<file path="config.mk">
export PLATFORM = sky130hd
export DESIGN_NAME = adcro_readout
export DESIGN_NICKNAME = d
export VERILOG_FILES = /design/src/verilog/adcro_pkg.sv /design/src/verilog/adcro_readout.sv /design/src/verilog/adcro_fifo.sv
export VERILOG_INCLUDE_DIRS = /design/src /design/src/verilog
export SDC_FILE = /design/constraint.sdc
export NUM_CORES = 1
export LEC_CHECK = 0
export BUFFER_PORTS_ARGS = -buffer_cell sky130_fd_sc_hd__buf_2
export CAP_MARGIN = 10
export CELL_PAD_IN_SITES_DETAIL_PLACEMENT = 1
export CELL_PAD_IN_SITES_GLOBAL_PLACEMENT = 1
export CORE_AREA = 2 2 208 210
export CTS_CLUSTER_SIZE = 10
export DETAILED_ROUTE_END_ITERATION = 7
export DIE_AREA = 0 0 210 212
export PLACE_DENSITY_LB_ADDON = 0.2
export RECOVER_POWER = 50
export SYNTH_ARGS = -nofsm -noshare
export SYNTH_HDL_FRONTEND = slang
export SYNTH_HIERARCHICAL = 1
export SYNTH_SLANG_ARGS = --single-unit
</file>
<file path="constraint.sdc">
create_clock -name I_CORE_CLK -period 2.4 [get_ports I_CORE_CLK]
set_input_delay 0.36 -clock I_CORE_CLK [delete_from_list [all_inputs] [get_ports I_CORE_CLK]]
set_output_delay 0.36 -clock I_CORE_CLK [all_outputs]
set_load 0.01 [all_outputs]
</file>
<file path="src/verilog/adcro_map.svh">
// constants for the converter result readout port
`ifndef ADCRO_MAP_SVH
`define ADCRO_MAP_SVH
`define ADCRO_NUM_CH     8
`define ADCRO_WORD_W     16
`define ADCRO_SER_BITS   16
`define ADCRO_FIFO_DEPTH 4
`define ADCRO_SET_B_OFS  4
`define ADCRO_RESET_WORD 16'h0000
`define ADCRO_MODE_PAR   3'h1
`define ADCRO_MODE_BYTE  3'h2
`define ADCRO_MODE_SER   3'h4
`endif

</file>
<file path="src/verilog/adcro_pkg.sv">
// types shared by the result readout port
`include "adcro_map.svh"
package adcro_pkg;
  typedef enum logic [2:0] {
    ADCRO_PAR  = `ADCRO_MODE_PAR,
    ADCRO_BYTE = `ADCRO_MODE_BYTE,
    ADCRO_SER  = `ADCRO_MODE_SER
  } adcro_mode_t;

  typedef struct packed {
    logic [15:0] bus;
    logic        hi_oe;
    logic        lo_oe;
    logic        ser_oe;
    logic        flag;
    logic        flag_oe;
    logic        busy;
  } adcro_drv_t;
endpackage

</file>
<file path="src/verilog/adcro_readout.sv">
// result readout port: parallel, byte and serial delivery of eight results
`timescale 1ns/10ps
`default_nettype none
`include "adcro_map.svh"
module adcro_readout #(
  parameter int NUM_CH     = `ADCRO_NUM_CH,
  parameter int WORD_W     = `ADCRO_WORD_W,
  parameter int FIFO_DEPTH = `ADCRO_FIFO_DEPTH
) (
  input  wire logic              I_CORE_CLK,
  input  wire logic              I_RST,
  input  wire logic              I_BUSY,
  input  wire logic              I_RES_VALID,
  input  wire logic [WORD_W-1:0] I_RES_DATA,
  output var  logic              O_RES_READY,
  input  wire logic              I_CS_N,
  input  wire logic              I_RD_N,
  input  wire logic              I_SCLK,
  input  wire logic              I_INTERFACE_SELECT,
  input  wire logic              I_BYTE_SERIAL_SELECT,
  input  wire logic              I_BYTE_ORDER_PIN,
  output var  logic              O_BUSY,
  output var  logic [15:0]       O_PARALLEL_RESULT_BUS,
  output var  logic              O_HIGH_LANES_OE,
  output var  logic              O_LOW_BYTE_LANES_OE,
  output var  logic              O_SERIAL_LINE_A,
  output var  logic              O_SERIAL_LINE_A_OE,
  output var  logic              O_SERIAL_LINE_B,
  output var  logic              O_SERIAL_LINE_B_OE,
  output var  logic              O_FIRST_CHANNEL_FLAG,
  output var  logic              O_FIRST_CHANNEL_FLAG_OE
);
  import adcro_pkg::*;

  localparam int CH_W = $clog2(NUM_CH);
  localparam int SB_W = $clog2(`ADCRO_SER_BITS);

  // pin synchronisers: {cs, rd, sclk, ifsel, bssel, order}
  logic [5:0] sy1;
  logic [5:0] sy2;
  logic [2:0] sy3;

  always_ff @(posedge I_CORE_CLK) begin
    if (I_RST) begin
      sy1 <= 6'h3F;
      sy2 <= 6'h3F;
      sy3 <= 3'h7;
    end else begin
      sy1 <= {I_CS_N, I_RD_N, I_SCLK, I_INTERFACE_SELECT, I_BYTE_SERIAL_SELECT, I_BYTE_ORDER_PIN};
      sy2 <= sy1;
      sy3 <= sy2[5:3];
    end
  end

  wire cs_low    = ~sy2[5];
  wire cs_fall   = sy3[2] & ~sy2[5];
  wire cs_rise   = ~sy3[2] & sy2[5];
  wire rd_fall   = sy3[1] & ~sy2[4] & cs_low;
  wire sclk_rise = ~sy3[0] & sy2[3] & cs_low;
  wire sclk_fall = sy3[0] & ~sy2[3] & cs_low;
  wire order_hi  = sy2[0];

  // mode decode
  adcro_mode_t mode;
  adcro_mode_t next_mode;
  assign next_mode = ~sy2[2] ? ADCRO_PAR : (sy2[1] ? ADCRO_BYTE : ADCRO_SER);

  always_ff @(posedge I_CORE_CLK) begin
    if (I_RST) begin
      mode <= ADCRO_PAR;
    end else begin
      mode <= next_mode;
    end
  end

  wire is_par  = (mode == ADCRO_PAR);
  wire is_byte = (mode == ADCRO_BYTE);
  wire is_ser  = (mode == ADCRO_SER);

  // result path: fifo -> staging -> output registers at busy fall
  logic              busy_q;
  wire               busy_fall = busy_q & ~I_BUSY;
  logic [WORD_W-1:0] stage [NUM_CH];
  logic [WORD_W-1:0] res   [NUM_CH];
  logic [CH_W:0]     stage_cnt;
  logic              f_valid;
  logic [WORD_W-1:0] f_data;
  // staging stalls once a full sample waits, which backs up the fifo
  wire               drain = (stage_cnt < (CH_W+1)'(NUM_CH)) & ~busy_fall;

  adcro_fifo #(
    .WIDTH (WORD_W),
    .DEPTH (FIFO_DEPTH)
  ) u_fifo (
    .i_clk       (I_CORE_CLK),
    .i_rst       (I_RST),
    .i_in_valid  (I_RES_VALID),
    .i_in_data   (I_RES_DATA),
    .o_in_ready  (O_RES_READY),
    .o_out_valid (f_valid),
    .o_out_data  (f_data),
    .i_out_ready (drain)
  );

  always_ff @(posedge I_CORE_CLK) begin
    if (I_RST) begin
      busy_q    <= 1'b0;
      stage_cnt <= '0;
      for (int i = 0; i < NUM_CH; i++) begin
        res[i]   <= `ADCRO_RESET_WORD;
        stage[i] <= `ADCRO_RESET_WORD;
      end
    end else begin
      busy_q <= I_BUSY;
      if (busy_fall) begin
        res       <= stage;
        stage_cnt <= '0;
      end else if (f_valid & drain) begin
        stage[stage_cnt[CH_W-1:0]] <= f_data;
        stage_cnt                  <= stage_cnt + 1'b1;
      end
    end
  end

  // read position, shared by parallel and byte modes; restarts with each sample
  logic [CH_W:0]     pos;
  logic [CH_W-1:0]   slot;
  logic [SB_W-1:0]   bit_cnt;
  logic              need_load;
  logic [WORD_W-1:0] sh_a;
  logic [WORD_W-1:0] sh_b;
  adcro_drv_t        drv;

  wire [CH_W-1:0]   par_ch   = pos[CH_W-1:0];
  wire [CH_W-1:0]   byte_ch  = pos[CH_W:1];
  wire              first_bt = ~pos[0];
  wire [WORD_W-1:0] byte_wd  = res[byte_ch];
  wire              upper    = ~(first_bt ^ order_hi);
  wire [7:0]        byte_out = upper ? byte_wd[15:8] : byte_wd[7:0];
  wire [CH_W-1:0]   slot_b   = slot ^ CH_W'(`ADCRO_SET_B_OFS);
  wire              last_bit = (bit_cnt == SB_W'(`ADCRO_SER_BITS - 1));

  always_ff @(posedge I_CORE_CLK) begin
    if (I_RST) begin
      pos <= '0;
      drv <= '0;
    end else begin
      drv.busy    <= I_BUSY;
      drv.hi_oe   <= is_par & cs_low;
      drv.lo_oe   <= (is_par | is_byte) & cs_low;
      drv.ser_oe  <= is_ser & cs_low;
      drv.flag_oe <= cs_low;
      if (busy_fall) begin
        pos <= '0;
      end else if (rd_fall & is_par) begin
        drv.bus  <= res[par_ch];
        drv.flag <= (par_ch == '0);
        pos      <= {1'b0, CH_W'(par_ch + 1'b1)};
      end else if (rd_fall & is_byte) begin
        drv.bus  <= {8'h00, byte_out};
        drv.flag <= (byte_ch == '0);
        pos      <= pos + 1'b1;
      end else if (is_ser & cs_fall) begin
        drv.flag <= (slot == '0);
      end else if (is_ser & sclk_fall & last_bit) begin
        drv.flag <= 1'b0;
      end else if (is_ser & sclk_rise & need_load) begin
        drv.flag <= (slot == '0);
      end
    end
  end

  // serial shifter: msb shows at select fall, rest on rising clock edges
  always_ff @(posedge I_CORE_CLK) begin
    if (I_RST) begin
      slot      <= '0;
      bit_cnt   <= '0;
      need_load <= 1'b0;
      sh_a      <= '0;
      sh_b      <= '0;
    end else if (busy_fall) begin
      slot      <= '0;
      bit_cnt   <= '0;
      need_load <= 1'b0;
    end else if (is_ser) begin
      if (cs_fall) begin
        sh_a      <= res[slot];
        sh_b      <= res[slot_b];
        bit_cnt   <= '0;
        need_load <= 1'b0;
      end else if (sclk_fall) begin
        if (last_bit) begin
          bit_cnt   <= '0;
          slot      <= slot + 1'b1;
          need_load <= 1'b1;
        end else begin
          bit_cnt <= bit_cnt + 1'b1;
        end
      end else if (sclk_rise) begin
        if (need_load) begin
          sh_a      <= res[slot];
          sh_b      <= res[slot_b];
          need_load <= 1'b0;
        end else begin
          sh_a <= {sh_a[WORD_W-2:0], 1'b0};
          sh_b <= {sh_b[WORD_W-2:0], 1'b0};
        end
      end
    end
  end

  // a frame that ends mid-word restarts that channel at the next select fall
  assign O_BUSY                  = drv.busy;
  assign O_PARALLEL_RESULT_BUS   = drv.bus;
  assign O_HIGH_LANES_OE         = drv.hi_oe;
  assign O_LOW_BYTE_LANES_OE     = drv.lo_oe;
  assign O_SERIAL_LINE_A         = sh_a[WORD_W-1];
  assign O_SERIAL_LINE_B         = sh_b[WORD_W-1];
  assign O_SERIAL_LINE_A_OE      = drv.ser_oe;
  assign O_SERIAL_LINE_B_OE      = drv.ser_oe;
  assign O_FIRST_CHANNEL_FLAG    = drv.flag;
  assign O_FIRST_CHANNEL_FLAG_OE = drv.flag_oe;

  // the host must finish reading before busy falls; a read at that edge loses
  // to the reload and restarts the sequence

  property p_commit;
    @(posedge I_CORE_CLK) disable iff (I_RST)
      busy_fall |=> (res[0] == $past(stage[0])) && (res[NUM_CH-1] == $past(stage[NUM_CH-1]));
  endproperty
  a_commit: assert property (p_commit) else $error("results not loaded at busy fall");

  property p_hold;
    @(posedge I_CORE_CLK) disable iff (I_RST)
      (busy_q & I_BUSY) |=> (res[0] == $past(res[0]));
  endproperty
  a_hold: assert property (p_hold) else $error("results changed while busy");

  property p_busy;
    @(posedge I_CORE_CLK) disable iff (I_RST)
      $fell(I_BUSY) |=> !O_BUSY ##0 (res[1] == $past(stage[1]));
  endproperty
  a_busy: assert property (p_busy) else $error("busy and results out of step");

  property p_mode;
    @(posedge I_CORE_CLK) disable iff (I_RST)
      (sy2[2] & ~sy2[1]) |=> (mode == ADCRO_SER);
  endproperty
  a_mode: assert property (p_mode) else $error("serial mode not selected");

  property p_bus_oe;
    @(posedge I_CORE_CLK) disable iff (I_RST)
      (is_par & cs_fall & (next_mode == ADCRO_PAR)) |=> O_HIGH_LANES_OE && O_LOW_BYTE_LANES_OE;
  endproperty
  a_bus_oe: assert property (p_bus_oe) else $error("bus not driven after select fall");

  property p_first_par;
    @(posedge I_CORE_CLK) disable iff (I_RST)
      (is_par & rd_fall & ~busy_fall & (pos == '0)) |=> O_FIRST_CHANNEL_FLAG && (O_PARALLEL_RESULT_BUS == res[0]);
  endproperty
  a_first_par: assert property (p_first_par) else $error("channel one not first");

  property p_flag_off;
    @(posedge I_CORE_CLK) disable iff (I_RST)
      cs_rise |=> !O_FIRST_CHANNEL_FLAG_OE && !O_SERIAL_LINE_A_OE;
  endproperty
  a_flag_off: assert property (p_flag_off) else $error("outputs still driven after select rise");

  property p_byte_flag;
    @(posedge I_CORE_CLK) disable iff (I_RST)
      (is_byte & rd_fall & ~busy_fall & (pos == (CH_W+1)'(2))) |=> !O_FIRST_CHANNEL_FLAG;
  endproperty
  a_byte_flag: assert property (p_byte_flag) else $error("flag high on third byte read");

  property p_byte_order;
    @(posedge I_CORE_CLK) disable iff (I_RST)
      (is_byte & rd_fall & ~busy_fall & (pos == '0) & order_hi) |=> (O_PARALLEL_RESULT_BUS[7:0] == res[0][15:8]);
  endproperty
  a_byte_order: assert property (p_byte_order) else $error("upper byte not first");

  property p_ser_msb;
    @(posedge I_CORE_CLK) disable iff (I_RST)
      (is_ser & cs_fall & ~busy_fall & (slot == '0)) |=> O_SERIAL_LINE_A == res[0][WORD_W-1]
        && O_SERIAL_LINE_B == res[`ADCRO_SET_B_OFS][WORD_W-1] && O_FIRST_CHANNEL_FLAG;
  endproperty
  a_ser_msb: assert property (p_ser_msb) else $error("serial msb or flag wrong at select fall");

  property p_ser_end;
    @(posedge I_CORE_CLK) disable iff (I_RST)
      (is_ser & sclk_fall & last_bit & ~busy_fall) |=> !O_FIRST_CHANNEL_FLAG ##0 need_load;
  endproperty
  a_ser_end: assert property (p_ser_end) else $error("flag not low after sixteenth bit");

  property p_par_later;
    @(posedge I_CORE_CLK) disable iff (I_RST)
      (is_par & rd_fall & ~busy_fall & (pos != '0)) |=> !O_FIRST_CHANNEL_FLAG;
  endproperty
  a_par_later: assert property (p_par_later) else $error("flag high after channel one");

  property p_line_b_wrap;
    @(posedge I_CORE_CLK) disable iff (I_RST)
      (is_ser & cs_fall & ~busy_fall & (slot == CH_W'(`ADCRO_SET_B_OFS))) |=> O_SERIAL_LINE_B == res[0][WORD_W-1];
  endproperty
  a_line_b_wrap: assert property (p_line_b_wrap) else $error("line b not back at channel one");
endmodule // adcro_readout
`default_nettype wire

</file>
<file path="src/verilog/adcro_fifo.sv">
// small result fifo between conversion engine and staging registers
`timescale 1ns/10ps
`default_nettype none
module adcro_fifo #(
  parameter int WIDTH = 16,
  parameter int DEPTH = 4
) (
  input  wire logic             i_clk,
  input  wire logic             i_rst,
  input  wire logic             i_in_valid,
  input  wire logic [WIDTH-1:0] i_in_data,
  output var  logic             o_in_ready,
  output var  logic             o_out_valid,
  output var  logic [WIDTH-1:0] o_out_data,
  input  wire logic             i_out_ready
);
  localparam int AW = (DEPTH > 1) ? $clog2(DEPTH) : 1;
  logic [WIDTH-1:0] mem [DEPTH];
  logic [AW-1:0]    wr_ptr;
  logic [AW-1:0]    rd_ptr;
  logic [AW:0]      count;
  logic [AW:0]      next_count;
  wire              push = i_in_valid & o_in_ready;
  wire              pop  = o_out_valid & i_out_ready;

  assign o_out_valid = (count != '0);
  assign o_out_data  = mem[rd_ptr];
  assign next_count  = count + (AW+1)'(push) - (AW+1)'(pop);

  always_ff @(posedge i_clk) begin
    if (i_rst) begin
      wr_ptr     <= '0;
      rd_ptr     <= '0;
      count      <= '0;
      o_in_ready <= 1'b0;
    end else begin
      if (push) begin
        mem[wr_ptr] <= i_in_data;
        wr_ptr      <= (wr_ptr == AW'(DEPTH-1)) ? '0 : wr_ptr + 1'b1;
      end
      if (pop) begin
        rd_ptr <= (rd_ptr == AW'(DEPTH-1)) ? '0 : rd_ptr + 1'b1;
      end
      count      <= next_count;
      // registered ready keeps the source path short
      o_in_ready <= (next_count != (AW+1)'(DEPTH));
    end
  end
endmodule // adcro_fifo
`default_nettype wire

</file>
* After elaboration in Yosys (flattened, before gate mapping)
Memories as Yosys holds them, arrays and structs flattened. A register that Yosys moved wholly into a read port is not among the register bits.
Index checks and enable logic that the tools add are counted.
** Cells by class
- $add $sub $neg :: 9
- $lt $le $gt $ge :: 7
- Equal/unequal tests :: 9
- Muxes and demuxes :: 48
- Bitwise operators :: 38
- Reductions and logical operators :: 20
** Operators with widths (count)
- $mux W16 :: 19
- $bmux W16 S3 :: 4
- $bwmux W128 :: 1
- $demux W16 S3 :: 1
- $and A1 B1 Y1 :: 21
- $ge A4 B4 Y1 const B :: 5
- $not A3 Y4 :: 5
- $add A4 B1 Y4 const B :: 3
- $mux W1 :: 12
- $mux W4 :: 3
- $not A1 Y1 :: 10
- $logic_not A3 Y1 :: 3
- $mux W3 :: 3
- $mux W2 :: 4
- $mux W8 :: 1
- $reduce_and A2 Y1 :: 4
- $reduce_and A4 Y1 :: 2
- $add A3 B1 Y3 const B :: 2
- $reduce_bool A2 Y1 :: 3
- $reduce_bool A3 Y1 :: 2
- $reduce_bool A5 Y1 :: 1
- $add A2 B1 Y2 const B :: 2
- $eq A2 B2 Y1 const B :: 2
- $eq A4 B4 Y1 const B :: 1
- other kinds (16) :: 17
** Storage, ports and cells
- Register bits after elaboration :: 352
- Memory bits (writable) :: 64
- Bits of input ports :: 26
- Output and inout port bits :: 26
- Word-level logic and storage cells :: 171
- Memories :: 1
** Memories
- u_fifo.mem :: depth 4, width 16, read ports 1, clocked after memory_dff 1, wr ports 1, line adcro_fifo.sv:18 : logic [WIDTH-1:0] mem [DEPTH];

* Longest topological paths before layout
- Depth in word-level cells :: 10
- Depth in mapped cells :: 11
- Mapped depth without buffers :: 8

* By module
Netlist, hierarchy kept.
** By module, submodules not included
- adcro_readout :: times used 1, cells each 1785, area an instance 15426.0 sq um, sequential area each 6886.6 sq um
- adcro_fifo :: times used 1, cells each 135, area an instance 2899.0 sq um, sequential area each 2122.0 sq um

* Least setup slack after synthesis
No wires, ideal clock.
- Kind :: register to register
- Start :: reg O_BUSY (netlist name)
- End :: reg u_fifo.count[2]
- Setup time :: 0.128 ns
- Data arrival time :: 2.232 ns
- Data required time :: 2.272 ns
- Setup slack :: 0.040 ns
- Stages on the path, launching flop included :: 12
- Buffers on the path :: 3
- Cell sequence :: dfxtp_1 nor2b_1 buf_2 buf_1 nor2_1 o31a_1 buf_6 xnor2_1 ha_1 fa_1 xnor3_1 nor2b_1
** RTL lines
- end signal, assigned :: line adcro_fifo.sv:44 : count <= next_count;
- end, declared :: line adcro_fifo.sv:21 : logic [AW:0] count;

* Final worst setup path
- Start :: reg pos[2]
- End :: reg drv, in the netlist O_PARALLEL_RESULT_BUS[6]
** On the way
- Cells in the longest elaborated chain, start to end :: 7
** Ends and longest elaborated chain
- start, declared :: line adcro_readout.sv:126 : logic [CH_W:0] pos;
- start signal, assigned :: line adcro_readout.sv:158 : pos <= {1'b0, CH_W'(par_ch + 1'b1)};
- start signal, assigned :: line adcro_readout.sv:162 : pos <= pos + 1'b1;
- $not A3 Y4 (implied by the code) :: line adcro_readout.sv:137 : wire [WORD_W-1:0] byte_wd = res[byte_ch];
- $bmux W16 S3 :: line adcro_readout.sv:137
- $mux W16 (implied by the code) (2 in series) :: line adcro_readout.sv:137
- $mux W8 :: line adcro_readout.sv:139 : wire [7:0] byte_out = upper ? byte_wd[15:8] : byte_wd[7:0];
- $mux W16 :: line adcro_readout.sv:159 : end else if (rd_fall & is_byte) begin
- $mux W16 * :: line adcro_readout.sv:155 : end else if (rd_fall & is_par) begin
- end, declared :: line adcro_readout.sv:132 : adcro_drv_t drv;
Mark *: on every way between the ends. The rest lies on a longest branch, timed or not. The select of a mux whose other input is x is not followed.
A chain may end at the register's enable or synchronous reset.

==> impl_table.tex <==
\begin{tabular}{lr}
\hline
Metric & Value \\
\hline
\multicolumn{2}{l}{\textbf{Finish}} \\
Area used by multi-input combinational logic & $\sim$8500 um2 \\
Net count of the finished layout & between 1500 and 2000 \\
Commonest non-fill, non-tap cells in the layout & nand2\_1 (505), dfxtp\_1 (350), a21oi\_1 (202) \\
Area occupied by registers & 9020 um2 \\
Cell area after layout & between 20000 and 25000 um2 \\
ANT cells & 0 \\
Fraction of layout cells with a size suffix above 1 & between 10\% and 20\% \\
P\&R area growth vs syn & 13.6\% \\
Number of inserted filler cells in the final layout & between 4000 and 5000 \\
Most common library cell in the layout ignoring fill and taps & nand2\_1 \\
\multicolumn{2}{l}{\textbf{Setup path}} \\
Worst path slowest cell & nor2\_1 \\
Sort of element at the start of the critical path & register \\
Depth of the worst register-to-register path & 5 \\
Largest fanout of any net on the critical path & 8 \\
Endpoint arrival time on the critical path & between 2000 and 3000 ps \\
Critical register-to-register path endpoint & O\_PARALLEL\_RESULT\_BUS[6]\$\_SDFFE\_PP0P\_ \\
CP max stage delay & between 700 and 800 ps \\
Setup slack of the worst register-to-register path & 230 ps \\
Cell breakdown of the critical path & inv\_1 -> nor2\_1 -> a32oi\_1 -> a31oi\_1 -> a311oi\_2 \\
Data required time at the worst endpoint & $\sim$2900 ps \\
Worst R2R Start & pos[2]\$\_SDFFE\_PP0N\_ \\
Path type of the worst setup path & register to register \\
Worst Setup End Kind & register \\
\multicolumn{2}{l}{\textbf{Place}} \\
Worst-case setup slack after placement & roughly 140 ps \\
Estimated wirelength of the detail-placed design & roughly 37 mm \\
IO Port Bufs & between 50 and 60 \\
Placed cell area & between 15000 and 20000 um2 \\
Final GP Congestion & roughly 0.83 \\
\multicolumn{2}{l}{\textbf{STA}} \\
PnR worst setup slack & roughly 230 ps \\
Achievable Freq & roughly 0.46 GHz \\
Min Clock Period, post-route & approximately 2200 ps \\
Total negative slack & 0 ps \\
RSZ-0062 raised after global routing & false \\
Slew at the pin closest to its max-slew limit & about 1200 ps \\
Period Utilization, post-route & between 90\% and 100\% \\
Final setup fails & 0 \\
Clock skew after layout & 15.4 ps \\
Number of max-slew violations in the final report & 0 \\
Final Hold Fails & 0 \\
Worst slew slack as a fraction of its limit & a little under a quarter \\
\multicolumn{2}{l}{\textbf{Power and ir drop}} \\
Static leakage & between 6 and 7 nW \\
Fraction of power consumed by combinational cells & between 10\% and 20\% \\
Internal power contribution & between 10 and 15 mW \\
Share of total power in sequential cells & 45.5\% \\
Share of total power consumed by net switching & about 28\% \\
Worst vdd ir & about 0.00078 V \\
PnR Total Power & 17.2 mW \\
Total net switching power & 4.78 mW \\
Power Density & 824 nW/um2 \\
Clock network power share & a little under 40\% \\
\multicolumn{2}{l}{\textbf{Logic synthesis}} \\
Number of warnings issued by yosys & 6 \\
Synth unique cells & slightly below 70 \\
Share of synthesized area spent on multiplexers & 17.3\% \\
Mean cell area of the mapped netlist & about 9.5 um2 \\
Post-synth design cell area & 18300 um2 \\
Simple-gate area share of the yosys netlist & between 10\% and 20\% \\
Largest area contributor in the synthesized netlist & dfxtp\_1 \\
Area share of fa/ha/maj cells after synthesis & 0.929\% \\
Largest family of logic cells by synthesized area & multiplexers \\
Primary flip-flop cell chosen by synthesis mapping & dfxtp\_1 \\
XOR/XNOR share of the synthesized area & less than 1\% \\
Synth Register Bits & between 400 and 500 \\
Register area share after synthesis & about 50\% \\
Net Count, Synth & slightly below 2000 \\
Dominant cells by area after synthesis & dfxtp\_1 (39\%), edfxtp\_1 (10\%), nand2\_1 (10\%), mux2i\_1 (9.0\%), mux4\_2 (7.1\%) \\
Fraction of registers with async set or reset after synthesis & 0\% \\
Share of the synthesized area in the top cell type & around two fifths \\
Synth Area in Compound Gates & about 11\% \\
Number of standard cells after synthesis & 1920 \\
Post-synth EDFFs & between 60 and 70 \\
\multicolumn{2}{l}{\textbf{Outcome}} \\
Outcome & completed \\
\multicolumn{2}{l}{\textbf{Global route}} \\
Maximum number of pins on one net before global-route repair & around 140 \\
First-pass GRT wire length & roughly 85 mm \\
Grt ovf & 0 \\
Number of antenna violations at the first check in global routing & 0 \\
Global-route usage over all layers & $\sim$25\% \\
Vias in the first global route & between 10000 and 15000 \\
\multicolumn{2}{l}{\textbf{Clock tree}} \\
TritonCTS clock tree & yes \\
Cell chosen for the clock root & clkbuf\_16 \\
\# Post-CTS Setup Buffers & 0 \\
CTS Sinks & 418 \\
Insertion delay of the later-clocked pin in the worst-skew pair & around 600 ps \\
Buffers from clock root to sink, at most & 3 \\
Inserted Clock Buffers & $\sim$50 \\
H-Tree Level Count & 2 \\
CTS clock-pin slew for the worst setup and hold paths & around 60 ps \\
\# resized after CTS & 0 \\
\multicolumn{2}{l}{\textbf{Worst hold path}} \\
Worst min-delay path startpoint & I\_BUSY \\
Path category of the worst min-delay check & input port to register \\
Instance count along the most critical hold path & 2 \\
Worst hold path endpoint & O\_BUSY\$\_SDFF\_PP0\_ \\
\multicolumn{2}{l}{\textbf{Floorplanning}} \\
I/O pin count & 52 \\
Die height & approximately 210 um \\
Horizontal extent of the die & between 200 and 250 um \\
Number of standard-cell rows in the floorplan & 76 \\
Area of the die & approximately 45000 um2 \\
Starting density of the core & between 40\% and 50\% \\
Core Footprint & about 43000 um2 \\
\multicolumn{2}{l}{\textbf{Detailed routing}} \\
Iteration count of the initial detailed-routing pass & 5 \\
Overall routed net length & about 55 mm \\
DRC violation count after routing & 0 \\
DRT iter0 DRCs & roughly 1000 \\
Post-DR vias/cell & roughly 5.6 \\
Routed WL per cell & between 20 and 25 um \\
DRT antenna net count & 0 \\
Count of vias placed by the detailed router & roughly 14000 \\
\multicolumn{2}{l}{\textbf{Job}} \\
Maximum Capacitance Violations & 0 \\
\hline
\end{tabular}
-- power groups by stage --
stage | clock [mW] | sequential (mW) | combinational (mW)
final | 6.83 | 7.81 | 2.52
after global routing | 7.26 | 7.86 | 2.77
after CTS | 6.97 | 7.81 | 2.59
after detailed placement | 0 | 7.95 | 2.54
after global placement | 0 | 7.94 | 2.50
after floorplan | 0 | 7.82 | 1.83
-- state kept, by name (all words and copies together) (netlist names), 6 cells and up, named ones only --
register               count
sh_a                      16
sy1                        6
res                      128
stage                    128
sh_b                      16
sy2                        6
u_fifo/mem                64
O_PARALLEL_RESULT_BUS     16
-- kinds of logic after synthesis --
logic type                 Yosys count
muxes                              233
and+or+nand+nor                    721
buffers and inverters              174
DFF                                418
xor gates and xnor gates            12
AOI/OAI and AO/OA                  349
adders and majority gates           13
-- Yosys cell counts (all sizes together), types with 2 or more instances --
| library cell | instances |
|---|---|
| nand3b | 2 |
| a311oi | 9 |
| nor4b | 3 |
| edfxtp | 64 |
| or2 | 15 |
| nor4 | 2 |
| o21ai | 62 |
| nand3 | 16 |
| a22oi | 18 |
| and3 | 12 |
| clkbuf | 99 |
| mux2 | 4 |
| inv | 12 |
| mux2i | 165 |
| dfxtp | 354 |
| nand2 | 505 |
| or4b | 2 |
| nor3b | 7 |
| nor2b | 11 |
| buf | 62 |
| xor2 | 3 |
| nor3 | 9 |
| a32oi | 31 |
| and2 | 2 |
| a21oi | 202 |
| nand2b | 14 |
| a31oi | 8 |
| nand4 | 2 |
| ha | 12 |
| a21boi | 2 |
| a21bo | 2 |
| nor2 | 113 |
| xnor2 | 8 |
| a2bb2oi | 8 |
| mux4 | 64 |
-- timing repair --
item,CTS,global route
hold buffers,22,0
setup endpoints to repair,0,0
hold endpoints to repair,70,0
-- worst max-delay path: cells and delay by family, from the launching register on --
kind | cells | cell delay [ps]
flops | 1 | 520
simple gates | 1 | 740
compound gates | 3 | 660
buf+inv | 1 | 110
-- per-layer routing --
| metal | up-vias | track usage, % | part of all wire, % |
|---|---|---|---|
| li1 | 6729 | - | - |
| met3 | 87 | 3.21 | 3.6 |
| met4 | 0 | 7.51 | 2.3 |
| met1 | 7167 | 33.2 | 46 |
| met2 | 274 | 42.4 | 48 |
| met5 | - | 0 | 0 |
-- cell type report --
cell class	count	area share, %
clock inverters	3	0.198
well taps	546	3.28
inverters	13	0.234
multi-input cells	1328	41.1
repair buffers	148	5.25
clock buffers	72	6.65
flip-flops and latches	418	43.3
-- per-stage QoR --
stage	hold WS (ps)	utilization, %	cells
after global placement	408	45.3	2430
after floorplan	389	-	1920
final	52.8	49.0	2528
after global routing	67.3	49.0	2528
after CTS	38.5	49.2	2527
after detailed placement	403	45.3	2430
-- worst max path at each step --
stage | start | end | slack, ps | cells after the start
after global placement | I_BUSY | sh_b[15]$_SDFFE_PP0P_ | 240 | 6
after CTS | O_BUSY$_SDFF_PP0_ | sh_b[8]$_SDFFE_PP0P_ | 200 | 5
after floorplan | O_BUSY$_SDFF_PP0_ | u_fifo/count[2]$_SDFF_PP0_ | 40 | 11
after detailed placement | I_BUSY | sh_b[8]$_SDFFE_PP0P_ | 140 | 6
after global routing | sy2[5]$_SDFF_PP1_ | sh_a[14]$_SDFFE_PP0P_ | 60 | 4
final | pos[2]$_SDFFE_PP0N_ | O_PARALLEL_RESULT_BUS[6]$_SDFFE_PP0P_ | 230 | 5
(Power assumes the default switching activity.)
